==> config.mk <==
export PLATFORM = sky130hd
export DESIGN_NAME = can_tx_intermission_retry
export DESIGN_NICKNAME = d
export VERILOG_FILES = /design/src/core/can_retry_pkg.sv /design/src/core/can_tx_intermission_retry.sv
export SDC_FILE = /design/constraint.sdc
export NUM_CORES = 1
export LEC_CHECK = 0
export ABC_AREA = 1
export BUFFER_PORTS_ARGS = -buffer_cell sky130_fd_sc_hd__clkbuf_2
export CORE_ASPECT_RATIO = 2
export CORE_MARGIN = 10
export CORE_UTILIZATION = 30
export DETAILED_ROUTE_END_ITERATION = 10
export PLACE_DENSITY_LB_ADDON = 0.05
export SYNTH_ARGS = -nofsm -noshare
export SYNTH_HDL_FRONTEND = slang
export SYNTH_SLANG_ARGS = --single-unit
==> constraint.sdc <==
create_clock -name clk_sys_i -period 1.6 [get_ports clk_sys_i]
set_input_delay 0.08 -clock clk_sys_i [delete_from_list [all_inputs] [get_ports clk_sys_i]]
set_output_delay 0.08 -clock clk_sys_i [all_outputs]
set_load 0.005 [all_outputs]
==> src/core/can_retry_pkg.sv <==
// shared types and constants for the transmit retry and acceptance block
package can_retry_pkg;

    localparam int          NUM_OBJECTS        = 15;
    localparam logic [3:0]  LOWEST_RANK        = 4'hE;   // object fourteen ranks lowest
    localparam logic [2:0]  INTERMISSION_SHORT = 3'h3;   // bits after a frame
    localparam logic [2:0]  INTERMISSION_LONG  = 3'h4;   // bits after lost arbitration when nothing accepted
    localparam logic [2:0]  EOF_STATUS_BIT     = 3'h6;   // status posted after this eof bit
    localparam logic [14:0] ENABLE_RESET       = 15'h0000;
    localparam logic [2:0]  COUNT_RESET        = 3'h0;

    // bus phase seen by the transmit scheduler
    typedef enum logic [3:0]
    {
        ST_IDLE  = 4'b0001,
        ST_FRAME = 4'b0010,
        ST_INTER = 4'b0100,
        ST_TX    = 4'b1000
    } sched_state_t;

    // per-bit strobes from the bit stream engine
    typedef struct packed
    {
        logic bit_tick;      // one bit time elapsed
        logic bus_idle;      // recessive bit sampled outside a frame
        logic frame_start;   // start of frame seen
        logic dlc_first;     // first bit of the dlc field
        logic eof_bit;       // an end of frame bit
        logic frame_good;    // frame received without error
        logic arb_lost;      // arbitration lost in this frame
        logic frame_end;     // last bit of the frame
    } bit_events_t;

    typedef struct packed
    {
        sched_state_t state;
        logic [2:0]   inter_cnt;
        logic [2:0]   inter_need;
        logic [2:0]   eof_cnt;
        logic         pending;
        logic [14:0]  rx_enable;
        logic [14:0]  rx_ok;
        logic [3:0]   winner;
        logic         winner_valid;
        logic         tx_start;
    } retry_state_t;

endpackage : can_retry_pkg

==> src/core/can_tx_intermission_retry.sv <==
// transmit start and retry timing with receive object acceptance
`timescale 1ns/1ps

module can_tx_intermission_retry
    import can_retry_pkg::*;
(
    input  wire logic                     clk_sys_i,
    input  wire logic                     sys_rst_i,
    input  wire can_retry_pkg::bit_events_t ev_i,
    input  wire logic                     tx_request_i,
    input  wire logic [14:0]              rx_enable_set_i,
    input  wire logic [14:0]              filter_match_i,
    output logic                          tx_start_o,
    output logic [14:0]                   rx_enable_o,
    output logic [14:0]                   receive_ok_flag_o,
    output logic [3:0]                    accept_object_o,
    output logic                          accept_valid_o
);
    import can_retry_pkg::*;

    retry_state_t s_reg;
    retry_state_t s_next;
    logic [14:0]  candidates;
    logic [3:0]   pick;
    logic         pick_valid;
    logic [2:0]   eof_next;
    logic         post_now;
    logic [14:0]  post_mask;

    // rank search: lower number wins, fourteen only when alone
    always_comb
    begin
        candidates = s_reg.rx_enable & filter_match_i;
        pick       = LOWEST_RANK;
        pick_valid = 1'b0;
        for (int i = NUM_OBJECTS - 1; i >= 0; i--)
        begin
            if (candidates[i])
            begin
                pick       = 4'(i);
                pick_valid = 1'b1;
            end
        end
    end

    // status post strobe: sixth eof bit of a good frame that an object took
    assign eof_next = s_reg.eof_cnt + 3'h1;
    assign post_now = ev_i.bit_tick && ev_i.eof_bit && ev_i.frame_good
                      && s_reg.winner_valid && (eof_next == EOF_STATUS_BIT);

    // one-hot mask of the object whose status is posted this cycle
    always_comb
    begin
        post_mask = 15'h0000;
        if (post_now)
        begin
            post_mask[s_reg.winner] = 1'b1;
        end
    end

    // next state of scheduler, acceptance and status
    always_comb
    begin
        s_next          = s_reg;
        s_next.tx_start = 1'b0;
        // enables taken at any time except for the object posting that cycle; only enables held at dlc count
        s_next.rx_enable = s_reg.rx_enable | rx_enable_set_i;
        if (tx_request_i)
        begin
            s_next.pending = 1'b1;
        end
        // acceptance decided at first dlc bit, so late enables miss it
        if (ev_i.bit_tick && ev_i.dlc_first)
        begin
            s_next.winner       = pick;
            s_next.winner_valid = pick_valid;
        end
        // eof counting toward the status post
        if (ev_i.bit_tick && ev_i.eof_bit)
        begin
            s_next.eof_cnt = eof_next;
            if (post_now)
            begin
                s_next.rx_ok     = s_next.rx_ok | post_mask;
                s_next.rx_enable = s_next.rx_enable & ~post_mask;
            end
        end
        // software re-enable clears the ok flag, unless set wins this cycle
        for (int j = 0; j < NUM_OBJECTS; j++)
        begin
            if (rx_enable_set_i[j] && !(s_next.rx_ok[j] && !s_reg.rx_ok[j]))
            begin
                s_next.rx_ok[j] = 1'b0;
            end
        end
        case (s_reg.state)
            // quiet bus: a frame starts, or a pending start goes on an idle bit
            ST_IDLE:
            begin
                if (ev_i.frame_start)
                begin
                    s_next.state   = ST_FRAME;
                    s_next.eof_cnt = COUNT_RESET;
                end
                else if (s_reg.pending && ev_i.bit_tick && ev_i.bus_idle)
                begin
                    s_next.state    = ST_TX;
                    s_next.tx_start = 1'b1;
                    s_next.pending  = 1'b0;
                end
            end
            // frame on the bus: the gap to wait is chosen at its last bit
            ST_FRAME:
            begin
                if (ev_i.frame_start)
                begin
                    // a cut frame followed by a new start: restart eof counting
                    s_next.eof_cnt      = COUNT_RESET;
                    s_next.winner_valid = 1'b0;
                end
                else if (ev_i.frame_end)
                begin
                    s_next.state     = ST_INTER;
                    s_next.inter_cnt = COUNT_RESET;
                    s_next.inter_need = INTERMISSION_SHORT;
                    if (ev_i.arb_lost)
                    begin
                        s_next.pending = 1'b1;
                        if (!s_reg.winner_valid)
                        begin
                            s_next.inter_need = INTERMISSION_LONG;
                        end
                        else
                        begin
                            s_next.inter_need = INTERMISSION_SHORT;
                        end
                    end
                    // accept result stands only until the frame's last bit
                    s_next.winner_valid = 1'b0;
                end
            end
            // intermission: count bit times, a new frame start cuts the wait
            ST_INTER:
            begin
                if (ev_i.frame_start)
                begin
                    // another node started first; we retry after it
                    s_next.state   = ST_FRAME;
                    s_next.eof_cnt = COUNT_RESET;
                end
                else if (ev_i.bit_tick)
                begin
                    s_next.inter_cnt = s_reg.inter_cnt + 3'h1;
                    if (s_reg.inter_cnt + 3'h1 >= s_reg.inter_need)
                    begin
                        if (s_reg.pending)
                        begin
                            s_next.state    = ST_TX;
                            s_next.tx_start = 1'b1;
                            s_next.pending  = 1'b0;
                        end
                        else
                        begin
                            s_next.state = ST_IDLE;
                        end
                    end
                end
            end
            ST_TX:
            begin
                // own frame now on the bus; tracked as a frame
                s_next.state   = ST_FRAME;
                s_next.eof_cnt = COUNT_RESET;
            end
            default:
            begin
                s_next.state = ST_IDLE;
            end
        endcase
    end

    // state register
    always_ff @(posedge clk_sys_i)
    begin
        if (sys_rst_i)
        begin
            // no object enabled and nothing pending out of reset
            s_reg.state        <= ST_IDLE;
            s_reg.inter_cnt    <= COUNT_RESET;
            s_reg.inter_need   <= INTERMISSION_SHORT;
            s_reg.eof_cnt      <= COUNT_RESET;
            s_reg.pending      <= 1'b0;
            s_reg.rx_enable    <= ENABLE_RESET;
            s_reg.rx_ok        <= ENABLE_RESET;
            s_reg.winner       <= LOWEST_RANK;
            s_reg.winner_valid <= 1'b0;
            s_reg.tx_start     <= 1'b0;
        end
        else
        begin
            s_reg <= s_next;
        end
    end

    // outputs straight from the state flops, so they never glitch
    assign tx_start_o        = s_reg.tx_start;
    assign rx_enable_o       = s_reg.rx_enable;
    assign receive_ok_flag_o = s_reg.rx_ok;
    assign accept_object_o   = s_reg.winner;
    assign accept_valid_o    = s_reg.winner_valid;

endmodule : can_tx_intermission_retry

Yosys cells after proc, flatten, opt, wreduce, memory -nomap -nowiden

Index checks and enable logic that the tools add are counted.

Flip-flop bits (word level): 50
Output and inout port bits: 36
Logic and storage cells: 207

Add/subtract/negate cells: 2
$lt $le $gt $ge: 3
Equality and inequality tests: 12
Muxes and demuxes: 72
Bitwise logic cells: 6
Reductions and logical operators: 88

Operator list:

| kind                                                        | count |
|---|---|
| 2-to-1 mux 4 bit                                            | 18 |
| 2-to-1 mux 30 bit                                           | 2 |
| logical AND 1 bit                                           | 38 |
| 2-to-1 mux 1 bit                                            | 36 |
| AND 15 bit                                                  | 2 |
| logical NOT 1 bit                                           | 30 |
| bitwise OR 15 bit                                           | 2 |
| OR reduction 2 bit                                          | 15 |
| 2-to-1 mux 10 bit                                           | 2 |
| one-hot mux 4 bit (4 select lines)                          | 1 |
| 2-to-1 mux 15 bit                                           | 1 |
| 2-to-1 mux 3 bit                                            | 5 |
| NOT 15 bit                                                  | 1 |
| one-hot mux 3 bit (2 select lines)                          | 2 |
| AND reduction 5 bit                                         | 2 |
| != test 3 bit (second input constant)                       | 3 |
| != test 2 bit (second input constant)                       | 4 |
| 2-to-1 mux 7 bit                                            | 1 |
| adder 3 x 1 -> 3 bit (second input constant)                | 2 |
| less-than comparator 4 x 5 -> 1 bit (second input constant) | 1 |
| demux 1 bit (select 4 bit)                                  | 1 |
| equality test 4 x 1 -> 1 bit (second input constant)        | 1 |
| equality test 4 x 2 -> 1 bit (second input constant)        | 1 |
| equality test 4 x 3 -> 1 bit (second input constant)        | 1 |
| other kinds (11)                                            | 11 |

Depth between registers and ports, before layout

Gate-level depths: netlist of the first run.

Depth after elaboration: 20
Depth in mapped cells: 16
Gate-level depth less buffers: 16

Least setup slack after synthesis of the first run

No wires, ideal clock.

Path type: flip-flop to flip-flop
From: register s_reg[43] in the netlist's numbering
To: register s_reg[36] in the netlist's numbering
Arrival: 1.594 ns
Slack: -0.129 ns
Cell stages (with the launch flop): 11
Buffers on the path: 0
Clock period less this slack: 1.729 ns
Cell sequence: dfxtp_1 -> ha_1 -> xor2_1 -> ha_1 -> nand2_1 -> o211ai_1 -> a21oi_2 -> nor2_1 -> nand2_2 -> o21ai_1 -> a21oi_1

Word-level cells in the longest chain between the ends: 6

RTL lines:

| element                            | RTL line                         | text |
|---|---|---|
| start: declaration                 | can_tx_intermission_retry.sv:21  | `retry_state_t s_reg;` |
| start signal: assignment           | can_tx_intermission_retry.sv:201 | `s_reg <= s_next;` |
| adder 3 x 1 -> 3 bit               | can_tx_intermission_retry.sv:154 | `if (s_reg.inter_cnt + 3'h1 >= s_reg.inter_need)` |
| >= comparator 3 bit                | can_tx_intermission_retry.sv:154 |  |
| 2-to-1 mux 1 bit                   | can_tx_intermission_retry.sv:154 |  |
| 2-to-1 mux 1 bit                   | can_tx_intermission_retry.sv:151 | `else if (ev_i.bit_tick)` |
| 2-to-1 mux 1 bit                   | can_tx_intermission_retry.sv:145 | `if (ev_i.frame_start)` |
| one-hot mux 1 bit (3 select lines) | can_tx_intermission_retry.sv:96  | `case (s_reg.state)` |

Every way passes these cells.
A chain may end at the register's enable or synchronous reset.

Worst setup path after layout of the first run

From: register s_reg[44] in the netlist's numbering
To: register s_reg[46] in the netlist's numbering

Word-level cells in the longest chain between the ends: 4

RTL lines:

| element                              | RTL line |
|---|---|
| adder 3 x 1 -> 3 bit                 | can_tx_intermission_retry.sv:154 |
| >= comparator 3 bit                  | can_tx_intermission_retry.sv:154 |
| != test 3 bit (no source line)       | -- |
| AND reduction 5 bit (no source line) | -- |

Every way passes these cells.

==> out/qor.txt, run 1 <==
TritonRoute pass-1 iters = 4
CTS buffer count = 5
Mapped Area = 2450 um2
Internal = 2.13 mW
core area = 7940 um2
yosys warns = 0
r2r startpoint = s_reg[44]
GR Util met2 = 23.4%
Tcrit/Tclk final = 113%
Clk pin slew, worst setup/hold paths = 0.06 ns
via count = 2290
worst-path fanout max = 3
syn_nets = 370
instance count on the critical path = 10
clk_lat worst skew = 0.29 ns
Gate power share = 17.7%
Power Total = 2.92 mW
Post-DP HPWL = 6.14 mm
Switch Pwr = 0.786 mW
CP peak stage delay = 0.34 ns
total track usage = 11.9%
# port buffers = 76
Tmin final = 1.81 ns
Final Skew = 0.00236 ns
commonest non-fill, non-tap cell in the layout = clkbuf_2
largest net degree at the start of global routing = 20
CP cell instances = ha_4 > xor2_2 > ha_1 > a21oi_2 > o211ai_1 > a21oi_2 > nor2_2 > buf_4 > nand2_2 > nand3_2
Buf+Inv Stages, Crit Path = 1
most frequent CP cell = a21oi_2
Area growth syn-to-layout = 35.0%
post-synthesis register bit count = 49
R2R depth = 10
Final ANT Viol Nets = 0
setup TNS = -0.771 ns
status = complete, but fails checks
FP Rows = 46
Final Hold Fails = 0
FF+latch area = 987 um2
Worst setup EP type = flip-flop
vias in the first global route = 2360
Die Area = 12400 um2
Remaining Overflow, GRT = 0
slew margin rel. = 74.7%
Slew @ Worst Pin = 0.375 ns
Die Height = 148 um
Slowest-stage cell, CP = ha_1
H-tree depth = 2
CTS Buffer Depth = 2
GR peak layer = met2
TritonCTS clock tree = yes
Fillers = 877
CP Launch Type = flip-flop
Crit Path Category = flip-flop to flip-flop
RSZ-0062 raised after global routing = true
max-cap violation count = 0
Vias/cell = 4.63
violations in the final reports = setup timing
Synth Flop Type = dfxtp_1
Clock power frac = 35.9%
Inserted Diodes = 0
pre-CTS setup slack = -0.215 ns
Unique masters post-synth = 33
Post-Synthesis Cells = 323
maximum vdd ir drop = 0.465 mV
nets = 446
share of flip-flops with an asynchronous set or reset = 0%
Setup WS post-layout = -0.208 ns
CP endpoint = s_reg[46]
clk root buf = clkbuf_16
clk sink count = 49
Final Max Slew Viols = 0
number of flops mapped to enable cells by yosys = 0
syn avg cell area = 7.57 um2
Setup violations, final = 5
fin cells = 495
initial drt markers = 82
initial antenna violation count = 0
Multi-input gate area = 1290 um2
part of the power in registers = 46.4%
first-pass GRT wire length = 11.7 mm
Hold WC Path Type = input port to flip-flop
Ports = 77
CP Launch Point = s_reg[44]
Initial Util = 30.8%
Worst Path Required = 1.77 ns
setup slack, reg-to-reg = -0.21 ns
maximum clock rate = 0.553 GHz
global routing usage on met3 = 3.41%
Seq/Total Area, Yosys = 40.1%
WP data arrival = 1.98 ns
PD cells = 884 nW/um2
Sw Share = 26.9%
R2R Path End = s_reg[46]
leakage power = 1.53 nW
drt total wl = 7.48 mm
gp weighted congestion = 0.846
cell count after placement = 470
commonest non-fill, non-tap cells in the layout = clkbuf_2 (76), nand2_1 (53), dfxtp_1 (44)
Util after Layout = 41.6%
Largest delay share family, worst path = adder cells
DRC viols = 0
met1 Usage GRT = 10.6%
Routed wire per std cell = 15.1 um
die width = 83.9 um
share of cells above drive strength 1 = 39.1%
-- power by group through the flow --
stage | registers, mW | clock network, mW | logic, mW
after global placement | 1.37 | 0 | 0.442
final | 1.35 | 1.05 | 0.517
after floorplan | 1.35 | 0 | 0.288
after CTS | 1.34 | 1.10 | 0.483
after detailed placement | 1.37 | 0 | 0.443
after global routing | 1.36 | 1.14 | 0.580
-- metrics by stage --
| stage | hold WS (ns) | cell area (um2) |
|---|---|---|
| 3_5_place_dp | 0.278 | 2780 |
| 6_report | 0.00685 | 3300 |
| 3_3_place_gp | 0.276 | 2780 |
| 4_1_cts | 0.00275 | 3150 |
| 2_1_floorplan | 0.172 | 2450 |
| 5_1_grt | 0.0176 | 3300 |
-- what timing repair did --
item	in CTS	in global routing
hold buffers	14	0
pin swaps	5	8
endpoints found under the hold margin	14	0
setup endpoints to repair	12	33
resized for setup	19	34
setup buffers	1	3
-- worst min path at each step --
stage,startpoint,end,slack (ns),cells after the start
after floorplan,rx_enable_set_i[9],receive_ok_flag_o[9],0.17,1
after global placement,rx_enable_set_i[3],receive_ok_flag_o[3],0.28,2
after detailed placement,rx_enable_set_i[3],receive_ok_flag_o[3],0.28,2
after CTS,rx_enable_set_i[14],receive_ok_flag_o[14],0.003,2
after global routing,rx_enable_set_i[14],receive_ok_flag_o[14],0.02,2
final,rx_enable_set_i[14],receive_ok_flag_o[14],0.007,2
-- metal layers --
metal	share of wire, %	vias up
met5	0	-
met4	3.1	0
met3	5.1	11
met2	57	52
met1	35	1047
li1	-	1180
-- kinds of logic (layout without fill, tap and decap cells) --
kind of cell             count (synthesis)  in the layout  synth area share, %
AND/OR/NAND/NOR                        122            122                 22.4
XOR/XNOR                                 2              2                0.716
buffers and inverters                   67            143                 15.5
adder cells (fa/ha/maj)                  6              6                 3.07
flip-flops                              49             49                 40.1
AO/OA/AOI/OAI                           77             77                 18.2
-- worst reg2reg max path, cell delays in order, from the launching register on --
cell and delay (ns):
dfxtp_2 0.33, ha_4 0.16, xor2_2 0.14, ha_1 0.34, a21oi_2 0.12, o211ai_1 0.11, a21oi_2 0.18, nor2_2 0.07
buf_4 0.13, nand2_2 0.05, nand3_2 0.05
-- Yosys cell counts (2+ instances only) --
cell      count  share of area, %
a211oi_2      2               1.0
a21oi_1      24               4.9
a21oi_2       2              0.72
a31oi_1       2              0.51
buf_4        34                10
clkbuf_1      4              0.61
dfxtp_1      49                40
ha_1          6               3.1
inv_1        23               3.5
inv_2         4              0.61
nand2_1      54               8.3
nand2_2       2              0.51
nand3_1       7               1.4
nand3_2       5               2.0
nor2_1       46               7.1
nor3_2        2              0.82
o211a_1       2              0.82
o211ai_1      4               1.2
o21ai_0      23               4.7
o21ai_1      14               2.9
xor2_1        2              0.72
-- final cells by class --
| type | count | share of cell area, % |
|---|---|---|
| Multi-Input combinational cell | 207 | 39.1 |
| Tap cell | 96 | 3.64 |
| Sequential cell | 49 | 29.9 |
| Timing Repair Buffer | 107 | 19.6 |
| Clock buffer | 7 | 4.32 |
| Inverter | 29 | 3.45 |
Note: power is estimated with default switching activity, not from simulation.
==> run 2, diff against run 1 <==
--- a/config.mk
+++ b/config.mk
@@ -12,6 +12,7 @@
 export CORE_UTILIZATION = 30
 export DETAILED_ROUTE_END_ITERATION = 10
 export PLACE_DENSITY_LB_ADDON = 0.05
+export SKIP_CTS_REPAIR_TIMING = 1
 export SYNTH_ARGS = -nofsm -noshare
 export SYNTH_HDL_FRONTEND = slang
 export SYNTH_SLANG_ARGS = --single-unit
==> out/qor.txt, run 2 (synthesis gave the netlist of run 1 again) <==
status = complete, but fails checks
violations in the final reports = hold timing, setup timing
Die Height = 148 um (unchanged)
first-pass GRT wire length = 11.3 mm (-3.6%)
CTS buffer count = 5 (unchanged)
WP data arrival = 2.01 ns (+0.03 ns)
total track usage = 11.6% (-0.29 points)
leakage power = 1.53 nW (-0.26%)
Power Total = 2.90 mW (-0.67%)
Hold Slack = -0.00691 ns (-0.0138 ns)
Final Max Slew Viols = 0 (unchanged)
Initial Util = 30.8% (unchanged)
commonest non-fill, non-tap cell in the layout = clkbuf_2
Util after Layout = 41.4% (-0.13 points)
Worst setup EP type = flip-flop
Inserted Diodes = 0 (unchanged)
Final Skew = 0.00256 ns (+0.000201 ns)
setup slack, reg-to-reg = -0.24 ns (-0.03 ns)
Area growth syn-to-layout = 34.6%
CTS Buffer Depth = 2 (unchanged)
Final ANT Viol Nets = 0 (unchanged)
initial antenna violation count = 0 (unchanged)
slew margin rel. = 74.2% (-0.52 points)
clk root buf = clkbuf_16
vias in the first global route = 2273 (-3.7%)
Worst Hold Path EP = receive_ok_flag_o[8]
largest net degree at the start of global routing = 20 (unchanged)
setup TNS = -0.746 ns (+0.0248 ns)
Setup WS post-layout = -0.236 ns (-0.0273 ns)
clk sink count = 49 (unchanged)
clk_lat worst skew = 0.29 ns (about the same)
R2R Path End = s_reg[46]
Die Area = 12400 um2 (unchanged)
Tmin final = 1.84 ns (+0.0273 ns)
core area = 7940 um2 (unchanged)
gp weighted congestion = 0.846 (unchanged)
Setup violations, final = 5 (unchanged)
worst hold stages = 2 (unchanged)
Ports = 77 (unchanged)
max-cap violation count = 0 (unchanged)
worst-path fanout max = 3 (unchanged)
maximum vdd ir drop = 0.462 mV (-0.52%)
Tcrit/Tclk final = 115% (+1.7 points)
Post-DP HPWL = 6.14 mm (unchanged)
CP Launch Type = flip-flop
Crit Path Category = flip-flop to flip-flop
# port buffers = 76 (unchanged)
Remaining Overflow, GRT = 0 (unchanged)
commonest non-fill, non-tap cells in the layout = clkbuf_2 (76), nand2_1 (53), dfxtp_1 (45)
DRC viols = 0 (unchanged)
initial drt markers = 83 (+1.2%)
Slew @ Worst Pin = 0.386 ns (+0.0109 ns)
TritonCTS clock tree = yes
via count = 2278 (-0.52%)
Routed wire per std cell = 15.1 um (about the same)
maximum clock rate = 0.545 GHz (-1.5%)
TritonRoute pass-1 iters = 4 (unchanged)
pre-CTS setup slack = -0.215 ns (unchanged)
CP Launch Point = s_reg[44]
FP Rows = 46 (unchanged)
H-tree depth = 2 (unchanged)
Vias/cell = 4.60 (-0.52%)
r2r startpoint = s_reg[44]
Worst Path Required = 1.77 ns (about the same)
R2R depth = 10 (unchanged)
hold_sp = rx_enable_set_i[8]
RSZ-0062 raised after global routing = true
PD cells = 881 nW/um2 (-0.37%)
Hold WC Path Type = input port to flip-flop
drt total wl = 7.48 mm (about the same)
Clk pin slew, worst setup/hold paths = 0.06 ns (about the same)
nets = 446 (unchanged)
Final Hold Fails = 1 (+1)
share of cells above drive strength 1 = 38.3% (-0.75 points)
die width = 83.9 um (unchanged)
-- run 2: cell count changes in the layout (fill, tap and decap cells not counted), moves of 2 or more --
cell     previous run  this run
nor2_1             28        30
nor2_2             11         9
o21ai_1            11        13
o21ai_2             3         1
-- run 2: worst max-delay path by stage --
stage,end,slack [ns],depth (start not counted)
2_1_floorplan,s_reg[36],-0.10,10
3_3_place_gp,s_reg[36],-0.20,10
3_5_place_dp,s_reg[36],-0.21,10
4_1_cts,s_reg[36],-0.23,10
5_1_grt,s_reg[46],-0.34,10
6_report,s_reg[46],-0.24,10
-- run 2: metrics by stage --
stage	cells	instance area (um2)
6_report	495	3290
5_1_grt	495	3290
4_1_cts	477	2920
3_5_place_dp	470	2780
3_3_place_gp	470	2780
2_1_floorplan	323	2450
-- run 2: area by class of cell --
type | instances | area, um2
Clock buffer | 7 | 143
Fill cell | 881 | 4650
Inverter | 29 | 114
Multi-Input combinational cell | 207 | 1280
Sequential cell | 49 | 986
Tap cell | 96 | 120
Timing Repair Buffer | 107 | 649
-- run 2: critical path: stages (launching register included) --
cell      delay (ns)
dfxtp_2         0.33
ha_4            0.16
xor2_2          0.14
ha_1            0.34
a21oi_2         0.14
o211ai_1        0.12
a21oi_2         0.19
nor2_2          0.07
buf_4           0.13
nand2_2         0.05
nand3_2         0.05
-- run 2: report_power, final --
part | internal (mW) | switching, mW
logic | 0.220 | 0.283
registers | 1.29 | 0.0601
clock network | 0.614 | 0.435
total | 2.12 | 0.778
-- run 2: metal layers --
metal  share of wire (%)  track usage (%)
met1                  35             10.1
met2                  57             23.1
met3                 5.2             3.47
met4                 3.1             5.22
met5                   0                0
